===== src/hw/mmdc_regs.vh =====
// Purpose: register map, field positions and constants of the min/max and degauss control
// Assumes: 32-bit wishbone data, register index = byte address / 4
// Notes:   8-bit control registers sit in the low byte, upper bits read zero
`ifndef MMDC_REGS_VH
`define MMDC_REGS_VH

// register indices
`define MMDC_IDX_CTRL1     8'h5b
`define MMDC_IDX_CTRL2     8'h5c
`define MMDC_IDX_CTRL3     8'h5d
`define MMDC_IDX_IRQ_STAT  8'h70
`define MMDC_IDX_IRQ_MASK  8'h71
`define MMDC_IDX_MAX_X     8'h72
`define MMDC_IDX_MIN_X     8'h75

// mag_control_one fields
`define MMDC_C1_ACAL       7
`define MMDC_C1_MANUAL     6
// mag_control_two fields
`define MMDC_C2_AUTOINC    5
`define MMDC_C2_DIS        4
`define MMDC_C2_DIS_THS    3
`define MMDC_C2_CLR        2
`define MMDC_C2_CNT_HI     1
`define MMDC_C2_CNT_LO     0
// mag_control_three fields
`define MMDC_C3_RAW        7
`define MMDC_C3_OSR_HI     6
`define MMDC_C3_OSR_LO     4
`define MMDC_C3_THS_UPD    3
`define MMDC_C3_WMASK      8'hf8

// interrupt status bits
`define MMDC_IRQ_DEGAUSS   0
`define MMDC_IRQ_CLEARED   1
`define MMDC_IRQ_STOPPED   2
`define MMDC_IRQ_W         3

// degauss interval codes and periods
`define MMDC_RST_EVERY     2'h0
`define MMDC_RST_16        2'h1
`define MMDC_RST_512       2'h2
`define MMDC_RST_OFF       2'h3
`define MMDC_MASK_16       9'h00f
`define MMDC_MASK_512      9'h1ff

// full-scale reload values
`define MMDC_MIN_INIT      16'h7fff
`define MMDC_MAX_INIT      16'h8000

`define MMDC_REG_RESET     8'h00
`endif


===== src/hw/mmdc_degauss_sched.v =====
// Purpose: schedules magnetic sensor resets in output-rate cycles
// Assumes: rateStart is a one-cycle pulse at each cycle start
// Notes:   trigger inputs are one-cycle pulses
`default_nettype none
`include "mmdc_regs.vh"
module mmdc_degauss_sched (
    // clocking
    input  wire       clock,
    input  wire       rst_b,
    input  wire       ce,
    // control
    input  wire [1:0] interval,
    input  wire       rateStart,
    input  wire       standbyToActive,
    input  wire       manualTrigger,
    // result
    output reg        degaussPulse
);
    reg  [8:0] cycleCount_reg;
    reg        periodic;

    always @* begin
        case (interval)
            `MMDC_RST_EVERY: periodic = 1'b1;
            `MMDC_RST_16:    periodic = (cycleCount_reg & `MMDC_MASK_16) == 9'h000;
            `MMDC_RST_512:   periodic = (cycleCount_reg & `MMDC_MASK_512) == 9'h000;
            default:         periodic = 1'b0;
        endcase
    end

    always @(posedge clock or negedge rst_b) begin
        if (!rst_b) begin
            cycleCount_reg <= 9'h000;
            degaussPulse   <= 1'b0;
        end else if (ce) begin
            if (rateStart) begin
                cycleCount_reg <= cycleCount_reg + 9'h001;
            end
            // standby exit and manual request act in every interval mode
            degaussPulse <= (rateStart & periodic) | standbyToActive | manualTrigger;
        end
    end
endmodule
`default_nettype wire


===== src/hw/mmdc_extreme_tracker.v =====
// Purpose: per-axis running maximum and minimum of magnetic samples
// Assumes: samples are signed 16-bit, packed x in low bits
// Notes:   extremes commit once per output-rate cycle
`default_nettype none
`include "mmdc_regs.vh"
module mmdc_extreme_tracker (
    // clocking
    input  wire        clock,
    input  wire        rst_b,
    input  wire        ce,
    // control
    input  wire        trackEnable,
    input  wire        clearReq,
    input  wire        rateEnd,
    // samples
    input  wire        sampleValid,
    input  wire [47:0] sampleXyz,
    // extremes
    output wire [47:0] maxXyz,
    output wire [47:0] minXyz,
    output reg         clearDone
);
    genvar a;
    generate
        for (a = 0; a < 3; a = a + 1) begin : axis
            reg  signed [15:0] max_reg;
            reg  signed [15:0] min_reg;
            reg  signed [15:0] cycMax_reg;
            reg  signed [15:0] cycMin_reg;
            wire signed [15:0] s = sampleXyz[16*a+15:16*a];
            wire signed [15:0] hi = (sampleValid && s > cycMax_reg) ? s : cycMax_reg;
            wire signed [15:0] lo = (sampleValid && s < cycMin_reg) ? s : cycMin_reg;
            assign maxXyz[16*a+15:16*a] = max_reg;
            assign minXyz[16*a+15:16*a] = min_reg;
            always @(posedge clock or negedge rst_b) begin
                if (!rst_b) begin
                    max_reg    <= `MMDC_MAX_INIT;
                    min_reg    <= `MMDC_MIN_INIT;
                    cycMax_reg <= `MMDC_MAX_INIT;
                    cycMin_reg <= `MMDC_MIN_INIT;
                end else if (ce) begin
                    if (clearReq) begin
                        // clear wins over a same-cycle commit
                        max_reg    <= `MMDC_MAX_INIT;
                        min_reg    <= `MMDC_MIN_INIT;
                        cycMax_reg <= `MMDC_MAX_INIT;
                        cycMin_reg <= `MMDC_MIN_INIT;
                    end else if (rateEnd) begin
                        if (trackEnable) begin
                            max_reg <= (hi > max_reg) ? hi : max_reg;
                            min_reg <= (lo < min_reg) ? lo : min_reg;
                        end
                        cycMax_reg <= `MMDC_MAX_INIT;
                        cycMin_reg <= `MMDC_MIN_INIT;
                    end else begin
                        cycMax_reg <= hi;
                        cycMin_reg <= lo;
                    end
                end
            end
        end
    endgenerate

    always @(posedge clock or negedge rst_b) begin
        if (!rst_b) begin
            clearDone <= 1'b0;
        end else if (ce) begin
            clearDone <= clearReq & ~clearDone;
        end
    end
endmodule
`default_nettype wire


===== src/hw/mmdc_top.v =====
// Purpose: magnetometer min/max tracking, degauss scheduling and control registers
// Assumes: one clock, wishbone classic slave, sensor events as one-cycle pulses
// Notes:   all outputs registered; ce low freezes every flip-flop
//
// The Wishbone interface to the registers was decided locally.
`default_nettype none
`include "mmdc_regs.vh"
// Functional notes
// - while enabled, commit per-axis max/min at the end of every output-rate cycle.
// - tracked extremes feed auto-calibration to derive hard-iron offsets when enabled.
// - stop-on-threshold set means a threshold event disables min/max tracking.
// - stop-on-threshold clear means threshold events leave tracking alone.
// - clear bit loads minimums with 0x7fff and maximums with 0x8000.
// - clear bit returns to zero by itself after the reload completes.
// - interval 00 resets the sensor at each output-rate cycle start.
// - interval 01 resets the sensor every 16 output-rate cycles.
// - interval 10 resets the sensor every 512 output-rate cycles.
// - interval 11 stops periodic resets; only standby exit or manual bit reset.
// - third control register: raw, sleep oversample, threshold update select, reserved.
// - tracking disable bit: 0 tracks (default), 1 stops tracking.
// - raw set bypasses hard-iron offsets; raw clear applies them.
// - update select 1 refreshes only triggering axis; 0 refreshes all three.
// - sleep oversample field picks the ratio used during auto-sleep.
module mmdc_top (
    // clocking
    input  wire        clock,
    input  wire        rst_b,
    input  wire        ce,
    // wishbone slave
    input  wire        wb_cyc_i,
    input  wire        wb_stb_i,
    input  wire        wb_we_i,
    input  wire [9:0]  wb_adr_i,
    input  wire [3:0]  wb_sel_i,
    input  wire [31:0] wb_dat_i,
    output reg  [31:0] wb_dat_o,
    output reg         wb_ack_o,
    // sensor side
    input  wire        rateStart,
    input  wire        rateEnd,
    input  wire        sampleValid,
    input  wire [47:0] sampleXyz,
    input  wire        thsEvent,
    input  wire [2:0]  thsAxis,
    input  wire        standbyToActive,
    input  wire        autoSleep,
    input  wire [2:0]  activeOsr,
    // results
    output reg  [47:0] magOutXyz,
    output reg  [47:0] hardIronXyz,
    output reg  [2:0]  refUpdateMask,
    output reg  [2:0]  osrSelect,
    output wire        degaussPulse,
    output reg         irq
);
    reg  [7:0]  ctrl1_reg;
    reg  [7:0]  ctrl2_reg;
    reg  [7:0]  ctrl3_reg;
    reg  [2:0]  irqStat_reg;
    reg  [2:0]  irqMask_reg;
    reg  [7:0]  ctrl1_next;
    reg  [7:0]  ctrl2_next;
    reg  [7:0]  ctrl3_next;
    reg  [2:0]  irqStat_next;
    reg  [31:0] rdData;
    wire [47:0] maxXyz;
    wire [47:0] minXyz;
    wire        clearDone;
    wire        manualDegauss = ctrl1_reg[`MMDC_C1_MANUAL];
    wire [7:0]  idx = wb_adr_i[9:2];
    wire        wrStrobe = wb_cyc_i & wb_stb_i & wb_we_i & ~wb_ack_o & wb_sel_i[0];
    wire        thsStop = thsEvent & ctrl2_reg[`MMDC_C2_DIS_THS];
    wire [2:0]  events;

    mmdc_extreme_tracker tracker (
        .clock       (clock),
        .rst_b       (rst_b),
        .ce          (ce),
        .trackEnable (~ctrl2_reg[`MMDC_C2_DIS]),
        .clearReq    (ctrl2_reg[`MMDC_C2_CLR]),
        .rateEnd     (rateEnd),
        .sampleValid (sampleValid),
        .sampleXyz   (sampleXyz),
        .maxXyz      (maxXyz),
        .minXyz      (minXyz),
        .clearDone   (clearDone)
    );

    mmdc_degauss_sched sched (
        .clock           (clock),
        .rst_b           (rst_b),
        .ce              (ce),
        .interval        (ctrl2_reg[`MMDC_C2_CNT_HI:`MMDC_C2_CNT_LO]),
        .rateStart       (rateStart),
        .standbyToActive (standbyToActive),
        .manualTrigger   (manualDegauss),
        .degaussPulse    (degaussPulse)
    );

    assign events = {thsStop & ~ctrl2_reg[`MMDC_C2_DIS], clearDone, degaussPulse};

    // register writes; hardware sets and self-clears take priority
    always @* begin
        ctrl1_next   = ctrl1_reg;
        ctrl2_next   = ctrl2_reg;
        ctrl3_next   = ctrl3_reg;
        irqStat_next = irqStat_reg;
        if (wrStrobe) begin
            case (idx)
                `MMDC_IDX_CTRL1:    ctrl1_next = wb_dat_i[7:0];
                `MMDC_IDX_CTRL2:    ctrl2_next = wb_dat_i[7:0];
                `MMDC_IDX_CTRL3:    ctrl3_next = wb_dat_i[7:0] & `MMDC_C3_WMASK;
                `MMDC_IDX_IRQ_STAT: irqStat_next = irqStat_reg & ~wb_dat_i[2:0];
                default:            ctrl1_next = ctrl1_reg;
            endcase
        end
        // manual degauss is a one-shot request
        if (manualDegauss) begin
            ctrl1_next[`MMDC_C1_MANUAL] = 1'b0;
        end
        if (clearDone) begin
            ctrl2_next[`MMDC_C2_CLR] = 1'b0;
        end
        if (thsStop) begin
            ctrl2_next[`MMDC_C2_DIS] = 1'b1;
        end
        irqStat_next = irqStat_next | events;
    end

    always @* begin
        case (idx)
            `MMDC_IDX_CTRL1:        rdData = {24'h000000, ctrl1_reg};
            `MMDC_IDX_CTRL2:        rdData = {24'h000000, ctrl2_reg};
            `MMDC_IDX_CTRL3:        rdData = {24'h000000, ctrl3_reg};
            `MMDC_IDX_IRQ_STAT:     rdData = {29'h0, irqStat_reg};
            `MMDC_IDX_IRQ_MASK:     rdData = {29'h0, irqMask_reg};
            `MMDC_IDX_MAX_X:        rdData = {16'h0000, maxXyz[15:0]};
            `MMDC_IDX_MAX_X + 8'h01: rdData = {16'h0000, maxXyz[31:16]};
            `MMDC_IDX_MAX_X + 8'h02: rdData = {16'h0000, maxXyz[47:32]};
            `MMDC_IDX_MIN_X:        rdData = {16'h0000, minXyz[15:0]};
            `MMDC_IDX_MIN_X + 8'h01: rdData = {16'h0000, minXyz[31:16]};
            `MMDC_IDX_MIN_X + 8'h02: rdData = {16'h0000, minXyz[47:32]};
            default:                rdData = 32'h00000000;
        endcase
    end

    always @(posedge clock or negedge rst_b) begin
        if (!rst_b) begin
            ctrl1_reg   <= `MMDC_REG_RESET;
            ctrl2_reg   <= `MMDC_REG_RESET;
            ctrl3_reg   <= `MMDC_REG_RESET;
            irqStat_reg <= 3'h0;
            irqMask_reg <= 3'h0;
            wb_ack_o    <= 1'b0;
            wb_dat_o    <= 32'h00000000;
            irq         <= 1'b0;
        end else if (ce) begin
            ctrl1_reg   <= ctrl1_next;
            ctrl2_reg   <= ctrl2_next;
            ctrl3_reg   <= ctrl3_next;
            irqStat_reg <= irqStat_next;
            if (wrStrobe && idx == `MMDC_IDX_IRQ_MASK) begin
                irqMask_reg <= wb_dat_i[2:0];
            end
            // every address answers; unmapped reads return zero
            wb_ack_o <= wb_cyc_i & wb_stb_i & ~wb_ack_o;
            // data stands only in the ack cycle, never after it
            wb_dat_o <= (wb_cyc_i & wb_stb_i & ~wb_we_i & ~wb_ack_o) ? rdData : 32'h00000000;
            irq      <= |(irqStat_reg & irqMask_reg);
        end
    end

    // offsets, corrected output and threshold reference selection
    genvar a;
    generate
        for (a = 0; a < 3; a = a + 1) begin : axis
            wire signed [16:0] sum = {maxXyz[16*a+15], maxXyz[16*a+15:16*a]}
                                   + {minXyz[16*a+15], minXyz[16*a+15:16*a]};
            always @(posedge clock or negedge rst_b) begin
                if (!rst_b) begin
                    hardIronXyz[16*a+15:16*a] <= 16'h0000;
                    magOutXyz[16*a+15:16*a]   <= 16'h0000;
                end else if (ce) begin
                    // midpoint of the extremes is the hard-iron estimate
                    if (rateEnd && ctrl1_reg[`MMDC_C1_ACAL]) begin
                        hardIronXyz[16*a+15:16*a] <= sum[16:1];
                    end
                    if (sampleValid) begin
                        magOutXyz[16*a+15:16*a] <= ctrl3_reg[`MMDC_C3_RAW] ? sampleXyz[16*a+15:16*a]
                            : sampleXyz[16*a+15:16*a] - hardIronXyz[16*a+15:16*a];
                    end
                end
            end
        end
    endgenerate

    always @(posedge clock or negedge rst_b) begin
        if (!rst_b) begin
            refUpdateMask <= 3'h0;
            osrSelect     <= 3'h0;
        end else if (ce) begin
            if (thsEvent) begin
                refUpdateMask <= ctrl3_reg[`MMDC_C3_THS_UPD] ? thsAxis : 3'h7;
            end else begin
                refUpdateMask <= 3'h0;
            end
            osrSelect <= autoSleep ? ctrl3_reg[`MMDC_C3_OSR_HI:`MMDC_C3_OSR_LO] : activeOsr;
        end
    end
endmodule
`default_nettype wire


===== config.mk =====
export PLATFORM = sky130hd
export DESIGN_NAME = mmdc_top
export DESIGN_NICKNAME = d
export VERILOG_FILES = /design/src/hw/mmdc_degauss_sched.v /design/src/hw/mmdc_extreme_tracker.v /design/src/hw/mmdc_top.v
export VERILOG_INCLUDE_DIRS = /design/src /design/src/hw
export SDC_FILE = /design/constraint.sdc
export NUM_CORES = 1
export LEC_CHECK = 0
export BUFFER_PORTS_ARGS = -buffer_cell sky130_fd_sc_hd__buf_2
export CAP_MARGIN = 20
export CORE_MARGIN = 2
export CORE_UTILIZATION = 55
export DETAILED_ROUTE_END_ITERATION = 6
export PLACE_DENSITY_LB_ADDON = 0.2
export SKIP_CTS_REPAIR_TIMING = 1
export SYNTH_ARGS = -nofsm -noshare
export SYNTH_HDL_FRONTEND = slang
export SYNTH_SLANG_ARGS = --single-unit

===== constraint.sdc =====
create_clock -name clock -period 7.69 [get_ports clock]
set_clock_uncertainty 0.15 [all_clocks]
set_input_delay 2.307 -clock clock [delete_from_list [all_inputs] [get_ports clock]]
set_output_delay 2.307 -clock clock [all_outputs]
set_load 0.005 [all_outputs]

==> results of run 1 <==
[worst paths after layout]
| path | endpoint | slack [ns] | cells after the start |
|---|---|---|---|
| worst min register to register | magOutXyz[22] | 0.32 | 2 |
| max in group asynchronous | magOutXyz[10] | 4.46 | 2 |
| min in group asynchronous | magOutXyz[24] | 1.65 | 1 |
| worst max-delay path | tracker.axis[1].min_reg[1] | 1.09 | 20 |
| worst max register to register | tracker.axis[1].min_reg[1] | 2.41 | 20 |
| worst min-delay path | magOutXyz[22] | 0.32 | 2 |
[logic make-up (layout without fill, tap and decap cells)]
| family | after synthesis | count (layout) |
|---|---|---|
| compound gates | 786 | 786 |
| other cells | 1 | 16 |
| flops | 350 | 350 |
| simple gates | 648 | 648 |
| buf+inv | 457 | 658 |
| xor+xnor | 74 | 74 |
| mux | 127 | 127 |
| fa+ha+maj | 284 | 284 |
[cells in the final DEF, fill, tap and decap left out, types with 70 or more instances in the layout]
cell | synthesis | routed
ha_1 | 278 | 278
dfrtp_1 | 254 | 252
mux2i_1 | 70 | 70
inv_1 | 335 | 335
o21ai_0 | 182 | 182
nand2_1 | 223 | 221
dfstp_2 | 96 | 96
buf_2 | 12 | 201
a21oi_1 | 157 | 156
nor2_1 | 151 | 151
[power by group]
part           internal (W)  total [W]  switching (W)  leakage (nW)
clock               0.00126    0.00208       0.000823         0.700
combinational       0.00117    0.00273        0.00156          8.36
sequential          0.00218    0.00259       0.000406          4.35
total               0.00461    0.00740        0.00279          13.4
[worst max-delay path, stage by stage]
cell and delay, ns:
buf_2 0.13, ha_1 0.31, a21o_1 0.18, a2111oi_0 0.42
o21ai_0 0.27, nor2_2 0.36, buf_4 0.25, mux2i_1 0.36
inv_1 0.09, ha_1 0.30, a21o_1 0.16, a21o_1 0.16
a21oi_1 0.20, nand2_1 0.10, a2111o_1 0.39, a31oi_1 0.16
a211o_1 0.14, buf_4 0.21, nor3_1 0.07, a311oi_1 0.31
[layout make-up]
class                   instances  share of cell area
clock buffers                  70              0.0469
clock inverters                 9             0.00439
inverters                     335              0.0451
multi-input cells            1935               0.510
flip-flops and latches        350               0.318
well taps                     592              0.0265
repair buffers                244              0.0488
[metrics by stage]
step           worst slack [ns]  hold slack [ns]  area [µm²]  cells  total power (W)
6_report                   1.09            0.323       27900   3535          0.00740
5_1_grt                   0.680            0.350       27900   3535          0.00784
4_1_cts                    1.21            0.328       27900   3535          0.00739
3_5_place_dp              0.640            0.316       26500   3456          0.00528
3_3_place_gp              0.668            0.307       26500   3455          0.00518
2_1_floorplan              1.07            0.294       24900   2742          0.00435
[layer usage]
| layer | up-vias | track usage | wire (µm) | share of wire |
|---|---|---|---|---|
| met2 | 906 | 0.522 | 35200 | 0.46 |
| met3 | 189 | 0.0591 | 5890 | 0.077 |
| met5 | - | 0 | 0 | 0 |
| li1 | 10100 | - | - | - |
| met4 | 0 | 0.154 | 3630 | 0.047 |
| met1 | 10600 | 0.419 | 31700 | 0.41 |
==> results.ini, run 1 <==
[route]
drtIter0Drc=1879
detailedRoute.firstPassIterationCount=7
antenna_left=0
avgViaCountPerCell=6.17
drcViolationCount=2
postRouteWirelength_mm=76.5
via_count=21800
wire_per_inst_um=21.6

[logic_synthesis]
synth.cells.most_frequent=inv_1 (335), ha_1 (278), dfrtp_1 (254), nand2_1 (223), o21ai_0 (182)
synth_area_leaders=dfrtp_1 (26%), ha_1 (14%), dfstp_2 (10%)
synthesis.yosys.warnings=0
cell_area_after_technology_mapping_mm2=0.0249
postSynthRegisterBits=350
post_synth.cell_area_avg_um2=9.11
synth.area.mux_share=0.0591
synth-simple-area-share=0.125
synth_ff_type=dfrtp_1
yosysTopAreaCellShare=0.256
synth-edff-count=0
synth_xor_xnor_area_share=0.0261
library_cell_with_the_highest_instance_count_after_synthesis=inv_1
postSynthCellCount=2727
synth_top_family_by_area=compound AO/OA/AOI/OAI gates
synth_compound_area_frac=0.214
yosys.area.top_type=dfrtp_1
synth.yosys.seq_area_share=0.357
ys_types=90
post_synth_fa_ha_maj_area_fraction=0.145
asyncSetResetFlopFracSynth=1.00

[sta]
grt_setup_unrepaired=false
report.final.hold_viol_count=0
fin_crit_sh=0.858
accumulated_negative_setup_slack_ns=0
final_max_slew_viol_count=0
fmax_ghz=0.152
finalSetupViolCount=0
timing.final.crit_period_ns=6.60
worst_pin_slew_ns=1.02
maxSlewHeadroom=0.321

[setup_path]
crit_fanout=16
critical_path.startpoint=sampleXyz[29]
reg_to_reg_critical_path_startpoint=tracker.axis[1].cycMin_reg[13]
cp.required_ns=8.01
start_kind=input pin
worst_ep_arrival_time_ns=6.91
crit_type=in2reg
worst_setup_path_end_kind=flip-flop

[clocking]
cts_max_path_buffers=3
cts_made_buffers=43
clock-root-buffer=clkbuf_16
clock_insertion_delay_worst_skew_ns=0.57
clock_sinks=350
tritoncts=done
clk_pin_slew_worst_paths_ns=0.06
cts_max_level=2

[final_layout]
sequential_cell_area_mm2=0.00888
antenna_cells=0
final_util=0.628
final_net_count=3305
areaGrowthSynthToFinish_pct=12.3
multiInputGateArea_mm2=0.0142
fillCellCount=3636
post_route_cells_drive_above_1_share=0.168

[floorplan]
floorplan.initialDensity=0.560
fp.dieArea_mm2=0.0469
dieHeight_um=217
floorplan.rows=77
io_pins=249
placeable_core_area_mm2=0.0444
horizontal_die_dimension_um=217

[grt]
total_grt_usage=0.323
grt_max_degree=135
grt_overflow=0
grt_pass1_wl_mm=119
grt_pass1_vias=21200
antenna_violations_before_repair=1

[worst_hold_path]
hold_path.class=reg2reg
worst_hold_startpoint=magOutXyz[22]

[job]
max-cap-violations=0

[place]
numPortBuffers=203
routabilityCongestion=0.965
dp.final_hpwl_mm=57.8

[status]
failing_checks=DRC
run_status=complete, but fails checks

[power]
max-vdd-ir-drop_v=0.000171
p_leak_nw=13.4
power.density_mw_per_mm2=265

No activity file was read; power rests on OpenSTA's default activity.
==> inputs of run 2 (changes only) <==
Settings changed: BUFFER_PORTS_ARGS -buffer_cell sky130_fd_sc_hd__buf_2 to unset, DONT_BUFFER_PORTS set to 1.
==> run 2 against run 1 <==
The run ends with slew limit left. Clock power decreased by 2%. Sequential share of layout area increased by 1.4 points. Final cell count decreased by 6.1%. Sequential power about the same. Register-to-register slack got worse by 0.06 ns. Design area decreased by 4.1%. Die area unchanged. Via count decreased by 4.9%. Critical path type unchanged. Highest routed layer unchanged.
==> results.ini, run 2 (synthesis results as in run 1) <==
[floorplan]
dieHeight_um=217  ; unchanged
io_pins=249  ; unchanged
horizontal_die_dimension_um=217  ; unchanged
floorplan.rows=77  ; unchanged
placeable_core_area_mm2=0.0444  ; unchanged
fp.dieArea_mm2=0.0469  ; unchanged
floorplan.initialDensity=0.560  ; unchanged

[grt]
grt_max_degree=351  ; +160%
grt_pass1_vias=20600  ; -2.8%
grt_overflow=0  ; unchanged
grt_pass1_wl_mm=117  ; -1.3%
antenna_violations_before_repair=0  ; -1
total_grt_usage=0.319  ; -0.00351

[worst_hold_path]
worst_hold_startpoint=sched.cycleCount_reg[3]
hold_path.class=reg2reg

[sta]
fin_crit_sh=0.847  ; -0.0104
setup_ws_ns=1.17  ; +0.0802 ns
worst_pin_slew_ns=1.62  ; +0.601 ns
maxSlewHeadroom=-0.0796  ; -0.401
finalSetupViolCount=0  ; unchanged
accumulated_negative_setup_slack_ns=0  ; unchanged
fmax_ghz=0.153  ; +1.2%
report.final.hold_viol_count=0  ; unchanged
timing.final.crit_period_ns=6.52  ; -0.0802 ns
grt_setup_unrepaired=false
final_max_slew_viol_count=125  ; +125

[place]
routabilityCongestion=0.945  ; -2.1%
numPortBuffers=0  ; -100%
preCtsSetupSlack_ns=0.718  ; +0.0779 ns
dp.final_hpwl_mm=56.0  ; -3.2%
postPlaceCellArea_mm2=0.0254  ; -4.2%

[setup_path]
slowest_delay_ns=0.42  ; about the same
worst_setup_path_end_kind=flip-flop
reg_to_reg_critical_path_startpoint=tracker.axis[1].cycMin_reg[13]
critical-path-top-delay-family=compound AO/OA/AOI/OAI gates
worst-r2r-cell-count=20  ; unchanged
worst-path-stages=19  ; -5.0%
crit_fanout=16  ; unchanged
critical_path.startpoint=sampleXyz[29]
r2r_path_end=tracker.axis[1].min_reg[7]
crit_chain=ha_1 > a21o_1 > a2111oi_0 > o21ai_0 > nor2_2 > buf_4 > mux2i_1 > inv_1 > ha_1 > a21o_1 > a21o_1 > a21oi_1 > nand2_1 > a2111o_1 > a31oi_1 > a211o_1 > buf_4 > nor3_1 > a311oi_1
cp.required_ns=8.01  ; about the same
r2r_slack_ns=2.35  ; -0.06 ns
start_kind=input pin
critPathCapture=tracker.axis[1].min_reg[7]
worst-path-buf-inv=3  ; -1
crit_type=in2reg
critical_path.most_common_cell=a21o_1
timing.critical_path.slowest_stage_cell=mux2i_1
worst_ep_arrival_time_ns=6.83  ; -0.08 ns

[clocking]
clock_sinks=350  ; unchanged
clock_insertion_delay_worst_skew_ns=0.57  ; about the same
tritoncts=done
cts_max_path_buffers=3  ; unchanged
cts_max_level=2  ; unchanged
cts_made_buffers=41  ; -4.7%
clk_pin_slew_worst_paths_ns=0.06  ; about the same
clock-root-buffer=clkbuf_16

[final_layout]
antenna_cells=0  ; unchanged
post_route_cells_drive_above_1_share=0.105  ; -0.0634
post-route-cell-area_mm2=0.0268  ; -4.1%
final_net_count=3091  ; -6.5%
layout.cells.most_common=inv_1
fillCellCount=3795  ; +4.4%
multiInputGateArea_mm2=0.0142  ; about the same
sequential_cell_area_mm2=0.00888  ; unchanged
mostFrequentLayoutCells=inv_1 (335), ha_1 (278), dfrtp_1 (252)
areaGrowthSynthToFinish_pct=7.69

[job]
max-cap-violations=0  ; unchanged

[route]
postRouteWirelength_mm=74.9  ; -2.1%
avgViaCountPerCell=6.25  ; +1.3%
via_count=20700  ; -4.9%
drtIter0Drc=1685  ; -10%
detailedRoute.firstPassIterationCount=6  ; -1
wire_per_inst_um=22.6  ; +4.3%
drcViolationCount=0  ; -2
antenna_left=0  ; unchanged

[power]
max-vdd-ir-drop_v=0.000190  ; +11%
fin_total_pwr_w=0.00719  ; -2.8%
power.density_mw_per_mm2=269  ; +1.3%
p_leak_nw=12.4  ; -7.4%

[status]
failing_checks=slew limit
run_status=complete, but fails checks

-- run 2: cell count changes in the layout (fill, tap and decap cells not counted) --
cell,previous run,this run
buf_2,201,0
buf_4,40,30
clkbuf_1,16,11
buf_12,2,0
clkbuf_16,45,43
clkinv_2,5,7
buf_6,0,1
clkbuf_8,9,10
inv_6,0,1
nor3_1,48,47
nor3_2,0,1
-- run 2: how the worst min path moves through the flow --
| stage | to | slack, ns | depth (start not counted) |
|---|---|---|---|
| final | sched.cycleCount_reg[3] | 0.34 | 1 |
| after global routing | sched.cycleCount_reg[8] | 0.36 | 1 |
| after global placement | sched.cycleCount_reg[7] | 0.32 | 1 |
| after floorplan | sched.cycleCount_reg[8] | 0.29 | 1 |
| after CTS | sched.cycleCount_reg[3] | 0.34 | 1 |
| after detailed placement | sched.cycleCount_reg[3] | 0.33 | 1 |
-- run 2: worst reg2reg max path: stages (launching register included) --
cell,delay (ns)
dfstp_2,0.54
inv_1,0.04
ha_1,0.28
a21o_1,0.18
a2111oi_0,0.41
o21ai_0,0.26
nor2_2,0.40
buf_4,0.25
mux2i_1,0.42
inv_1,0.09
ha_1,0.31
a21o_1,0.16
a21o_1,0.17
a21oi_1,0.19
nand2_1,0.10
a2111o_1,0.40
a31oi_1,0.16
a211o_1,0.16
buf_4,0.21
nor3_1,0.06
a311oi_1,0.30
-- run 2: layout make-up --
cell class / instances / area share
clock buffers: 64 / 0.0469
clock inverters: 12 / 0.00528
inverters: 335 / 0.0470
multi-input cells: 1935 / 0.532
flip-flops and latches: 350 / 0.332
well taps: 592 / 0.0277
repair buffers: 32 / 0.00940
-- run 2: routing by layer --
| layer | part of all wire | GRT usage |
|---|---|---|
| met1 | 0.42 | 0.414 |
| met2 | 0.46 | 0.516 |
| met3 | 0.073 | 0.0640 |
| met4 | 0.046 | 0.145 |
| met5 | 0 | 0 |
-- run 2: through the flow --
step | instances | util | hold slack, ns
3_5_place_dp | 3243 | 0.571 | 0.331
6_report | 3320 | 0.603 | 0.342
5_1_grt | 3320 | 0.603 | 0.356
2_1_floorplan | 2742 | - | 0.294
3_3_place_gp | 3242 | 0.571 | 0.323
4_1_cts | 3319 | 0.602 | 0.343
-- run 2: report_power, final --
group	switching (W)	internal [W]	leakage (nW)	total, W
combinational	0.00145	0.00112	7.39	0.00256
sequential	0.000411	0.00218	4.35	0.00260
clock	0.000807	0.00122	0.689	0.00203
total	0.00267	0.00452	12.4	0.00719
==> inputs of run 3 (changes only) <==
Settings changed: ABC_AREA set to 1.
Clock period 7.69 ns to 5.7 ns, I/O delays scaled along.
==> run 3 against run 2 <==
The flow now finishes without violations. Flip-flop and latch count unchanged. Setup slack got worse by 0.87 ns. First-iteration DRC count increased by 42%. Core utilization increased by 0.97 points. Register-to-register slack got worse by 1.4 ns. Global-route usage increased by 1.7 points. Sequential power increased by 43%. Count of clock-buffer cells in the layout decreased by 1. Largest power group is now combinational cells.
==> results.ini, run 3 <==
[route]
wire_per_inst_um=20.6  ; -8.8%
drtIter0Drc=2398  ; +42%
drcViolationCount=0  ; unchanged
postRouteWirelength_mm=79.1  ; +5.6%
detailedRoute.firstPassIterationCount=6  ; unchanged
via_count=22800  ; +9.8%
antenna_left=0  ; unchanged
avgViaCountPerCell=5.92  ; -5.2%

[setup_path]
start_kind=input pin
worst-path-stages=22  ; +3
cp.required_ns=6.04  ; -1.97 ns
worst-r2r-cell-count=26  ; +30%
worst_setup_path_end_kind=flip-flop
critical-path-top-delay-family=compound AO/OA/AOI/OAI gates
r2r_slack_ns=0.95  ; -1.40 ns
critPathCapture=tracker.axis[0].max_reg[8]
critical_path.startpoint=sampleXyz[11]
crit_type=in2reg
reg_to_reg_critical_path_startpoint=tracker.axis[1].cycMax_reg[15]
crit_chain=ha_1 > nand2_1 > nor2_1 > a211oi_1 > o21ai_0 > a21oi_1 > nor2_1 > o41ai_4 > buf_12 > o21ai_0 > ha_1 > nand2_1 > nor2_1 > a211oi_1 > o211ai_1 > a211oi_1 > buf_4 > o211ai_1 > a21oi_1 > buf_4 > nand3_1 > o21ai_0
crit_fanout=16  ; unchanged
slowest_delay_ns=0.53  ; +0.11 ns
worst-path-buf-inv=3  ; unchanged
timing.critical_path.slowest_stage_cell=o21ai_0
worst_ep_arrival_time_ns=5.73  ; -1.10 ns
r2r_path_end=tracker.axis[1].max_reg[0]

[sta]
finalHoldWorstSlack_ns=0.324  ; -0.0181 ns
fin_crit_sh=0.946
maxSlewHeadroom=0.288  ; +0.367
grt_setup_unrepaired=false
fmax_ghz=0.185
timing.final.crit_period_ns=5.39
worst_pin_slew_ns=1.07  ; -0.551 ns
final_max_slew_viol_count=0  ; -100%
finalSetupViolCount=0  ; unchanged
report.final.hold_viol_count=0  ; unchanged

[floorplan]
fp.dieArea_mm2=0.0466  ; -0.56%
floorplan.rows=77  ; unchanged
io_pins=249  ; unchanged
dieHeight_um=216  ; -0.28%
horizontal_die_dimension_um=216  ; -0.28%
floorplan.initialDensity=0.558  ; -0.00200
placeable_core_area_mm2=0.0443  ; -0.22%

[logic_synthesis]
synth_ff_type=dfrtp_1
synth.yosys.seq_area_share=0.359  ; +0.00206
synth_compound_area_frac=0.185  ; -0.0290
post_synth.cell_area_avg_um2=7.74  ; -15%
synth.cells.most_frequent=nand2_1 (602), inv_1 (538), o21ai_0 (299), ha_1 (278), dfrtp_1 (254)
yosysTopAreaCellShare=0.257  ; +0.00148
synthesis.yosys.warnings=0  ; unchanged
synth.area.mux_share=0  ; -0.0591
synth-edff-count=0  ; unchanged
yosys.area.top_type=dfrtp_1
synth_xor_xnor_area_share=0.0248  ; -0.00127
synth_top_family_by_area=compound AO/OA/AOI/OAI gates
ys_types=58  ; -36%
postSynthRegisterBits=350  ; unchanged
library_cell_with_the_highest_instance_count_after_synthesis=nand2_1
postSynthCellCount=3193  ; +17%
synth_area_leaders=dfrtp_1 (26%), ha_1 (14%), dfstp_2 (10%)
synth-simple-area-share=0.179  ; +0.0547
post_synth_fa_ha_maj_area_fraction=0.146  ; +0.000836
cell_area_after_technology_mapping_mm2=0.0247  ; -0.57%
asyncSetResetFlopFracSynth=1.00  ; unchanged

[status]
run_status=finished, final reports clean

[clocking]
clk_pin_slew_worst_paths_ns=0.06  ; about the same
cts_max_path_buffers=3  ; unchanged
cts_made_buffers=42  ; +2.4%
clock_insertion_delay_worst_skew_ns=0.59  ; +0.02 ns
cts_max_level=2  ; unchanged
tritoncts=done
clock_sinks=350  ; unchanged
clock-root-buffer=clkbuf_16

[place]
dp.cells=3768  ; +16%
numPortBuffers=0  ; unchanged
dp.final_hpwl_mm=59.6  ; +6.4%
routabilityCongestion=0.987  ; +4.4%

[power]
max-vdd-ir-drop_v=0.000226  ; +19%
p_leak_nw=13.8  ; +11%
power.density_mw_per_mm2=446  ; +66%
fin_total_pwr_w=0.0121  ; +68%

[final_layout]
finish.cell_count_without_fillers=3846  ; +16%
areaGrowthSynthToFinish_pct=9.81
final_net_count=3616  ; +17%
antenna_cells=0  ; unchanged
fillCellCount=3992  ; +5.2%
layout.cells.most_common=nand2_1
final_util=0.612  ; +0.00967
post_route_cells_drive_above_1_share=0.111  ; +0.00641
mostFrequentLayoutCells=nand2_1 (601), inv_1 (538), o21ai_0 (298)

[grt]
antenna_violations_before_repair=1  ; +1
grt_pass1_vias=21800  ; +5.7%
grt_pass1_wl_mm=122  ; +4.4%
grt_max_degree=351  ; unchanged
total_grt_usage=0.337  ; +0.0173
grt_overflow=0  ; unchanged

[job]
max-cap-violations=0  ; unchanged

[worst_hold_path]
holdPathStages=2  ; +1
hold_path.class=reg2reg
worst_hold_startpoint=tracker.axis[2].min_reg[13]

-- run 3: how the worst min path moves through the flow --
stage                                              to  slack [ns]
final                     tracker.axis[2].min_reg[13]        0.32
after global routing       tracker.axis[0].min_reg[5]        0.34
after CTS                 tracker.axis[2].min_reg[13]        0.33
after detailed placement  tracker.axis[2].min_reg[13]        0.32
after global placement     tracker.axis[0].min_reg[4]        0.31
after floorplan           tracker.axis[2].min_reg[10]        0.30
-- run 3: layer usage --
metal,share of wire,vias up,track usage
li1,-,10700,-
met1,0.43,10900,0.460
met2,0.44,982,0.514
met3,0.095,178,0.0770
met4,0.042,2,0.142
met5,0.00014,-,0
-- run 3: metrics by stage --
stage                     setup slack (ns)  cell area [µm²]  TNS (ns)
after floorplan                      0.256            24800         0
after global placement              -0.133            25700     -1.49
after detailed placement            -0.168            25700     -4.10
after CTS                            0.404            27100         0
after global routing                0.0989            27100         0
final                                0.306            27100         0
-- run 3: worst min-delay path: cells and delay by family, from the launching register on --
| family | cells | cell delay [ns] |
|---|---|---|
| flops | 1 | 0.38 |
| simple gates | 2 | 0.09 |
-- run 3: cell families (layout without fill, tap and decap cells) --
kind of cell	count (synthesis)	count (layout)
compound gates	814	814
xor+xnor	70	70
fa+ha+maj	284	284
buf+inv	665	711
flops	350	350
other cells	1	16
simple gates	1009	1009
-- run 3: power breakdown --
group | internal, W | switching [W] | total [W]
combinational | 0.00208 | 0.00344 | 0.00551
sequential | 0.00319 | 0.000539 | 0.00373
clock | 0.00172 | 0.00114 | 0.00286
total | 0.00699 | 0.00512 | 0.0121
-- run 3: final cells by class --
class | instances | area, µm² | area share
clock buffer | 63 | 1190 | 0.0438
clock inverter | 15 | 250 | 0.00922
inverter | 544 | 2040 | 0.0752
multi-input combinational | 2193 | 13300 | 0.491
sequential | 350 | 8880 | 0.327
tap | 592 | 741 | 0.0273
timing repair buffer | 89 | 706 | 0.0260
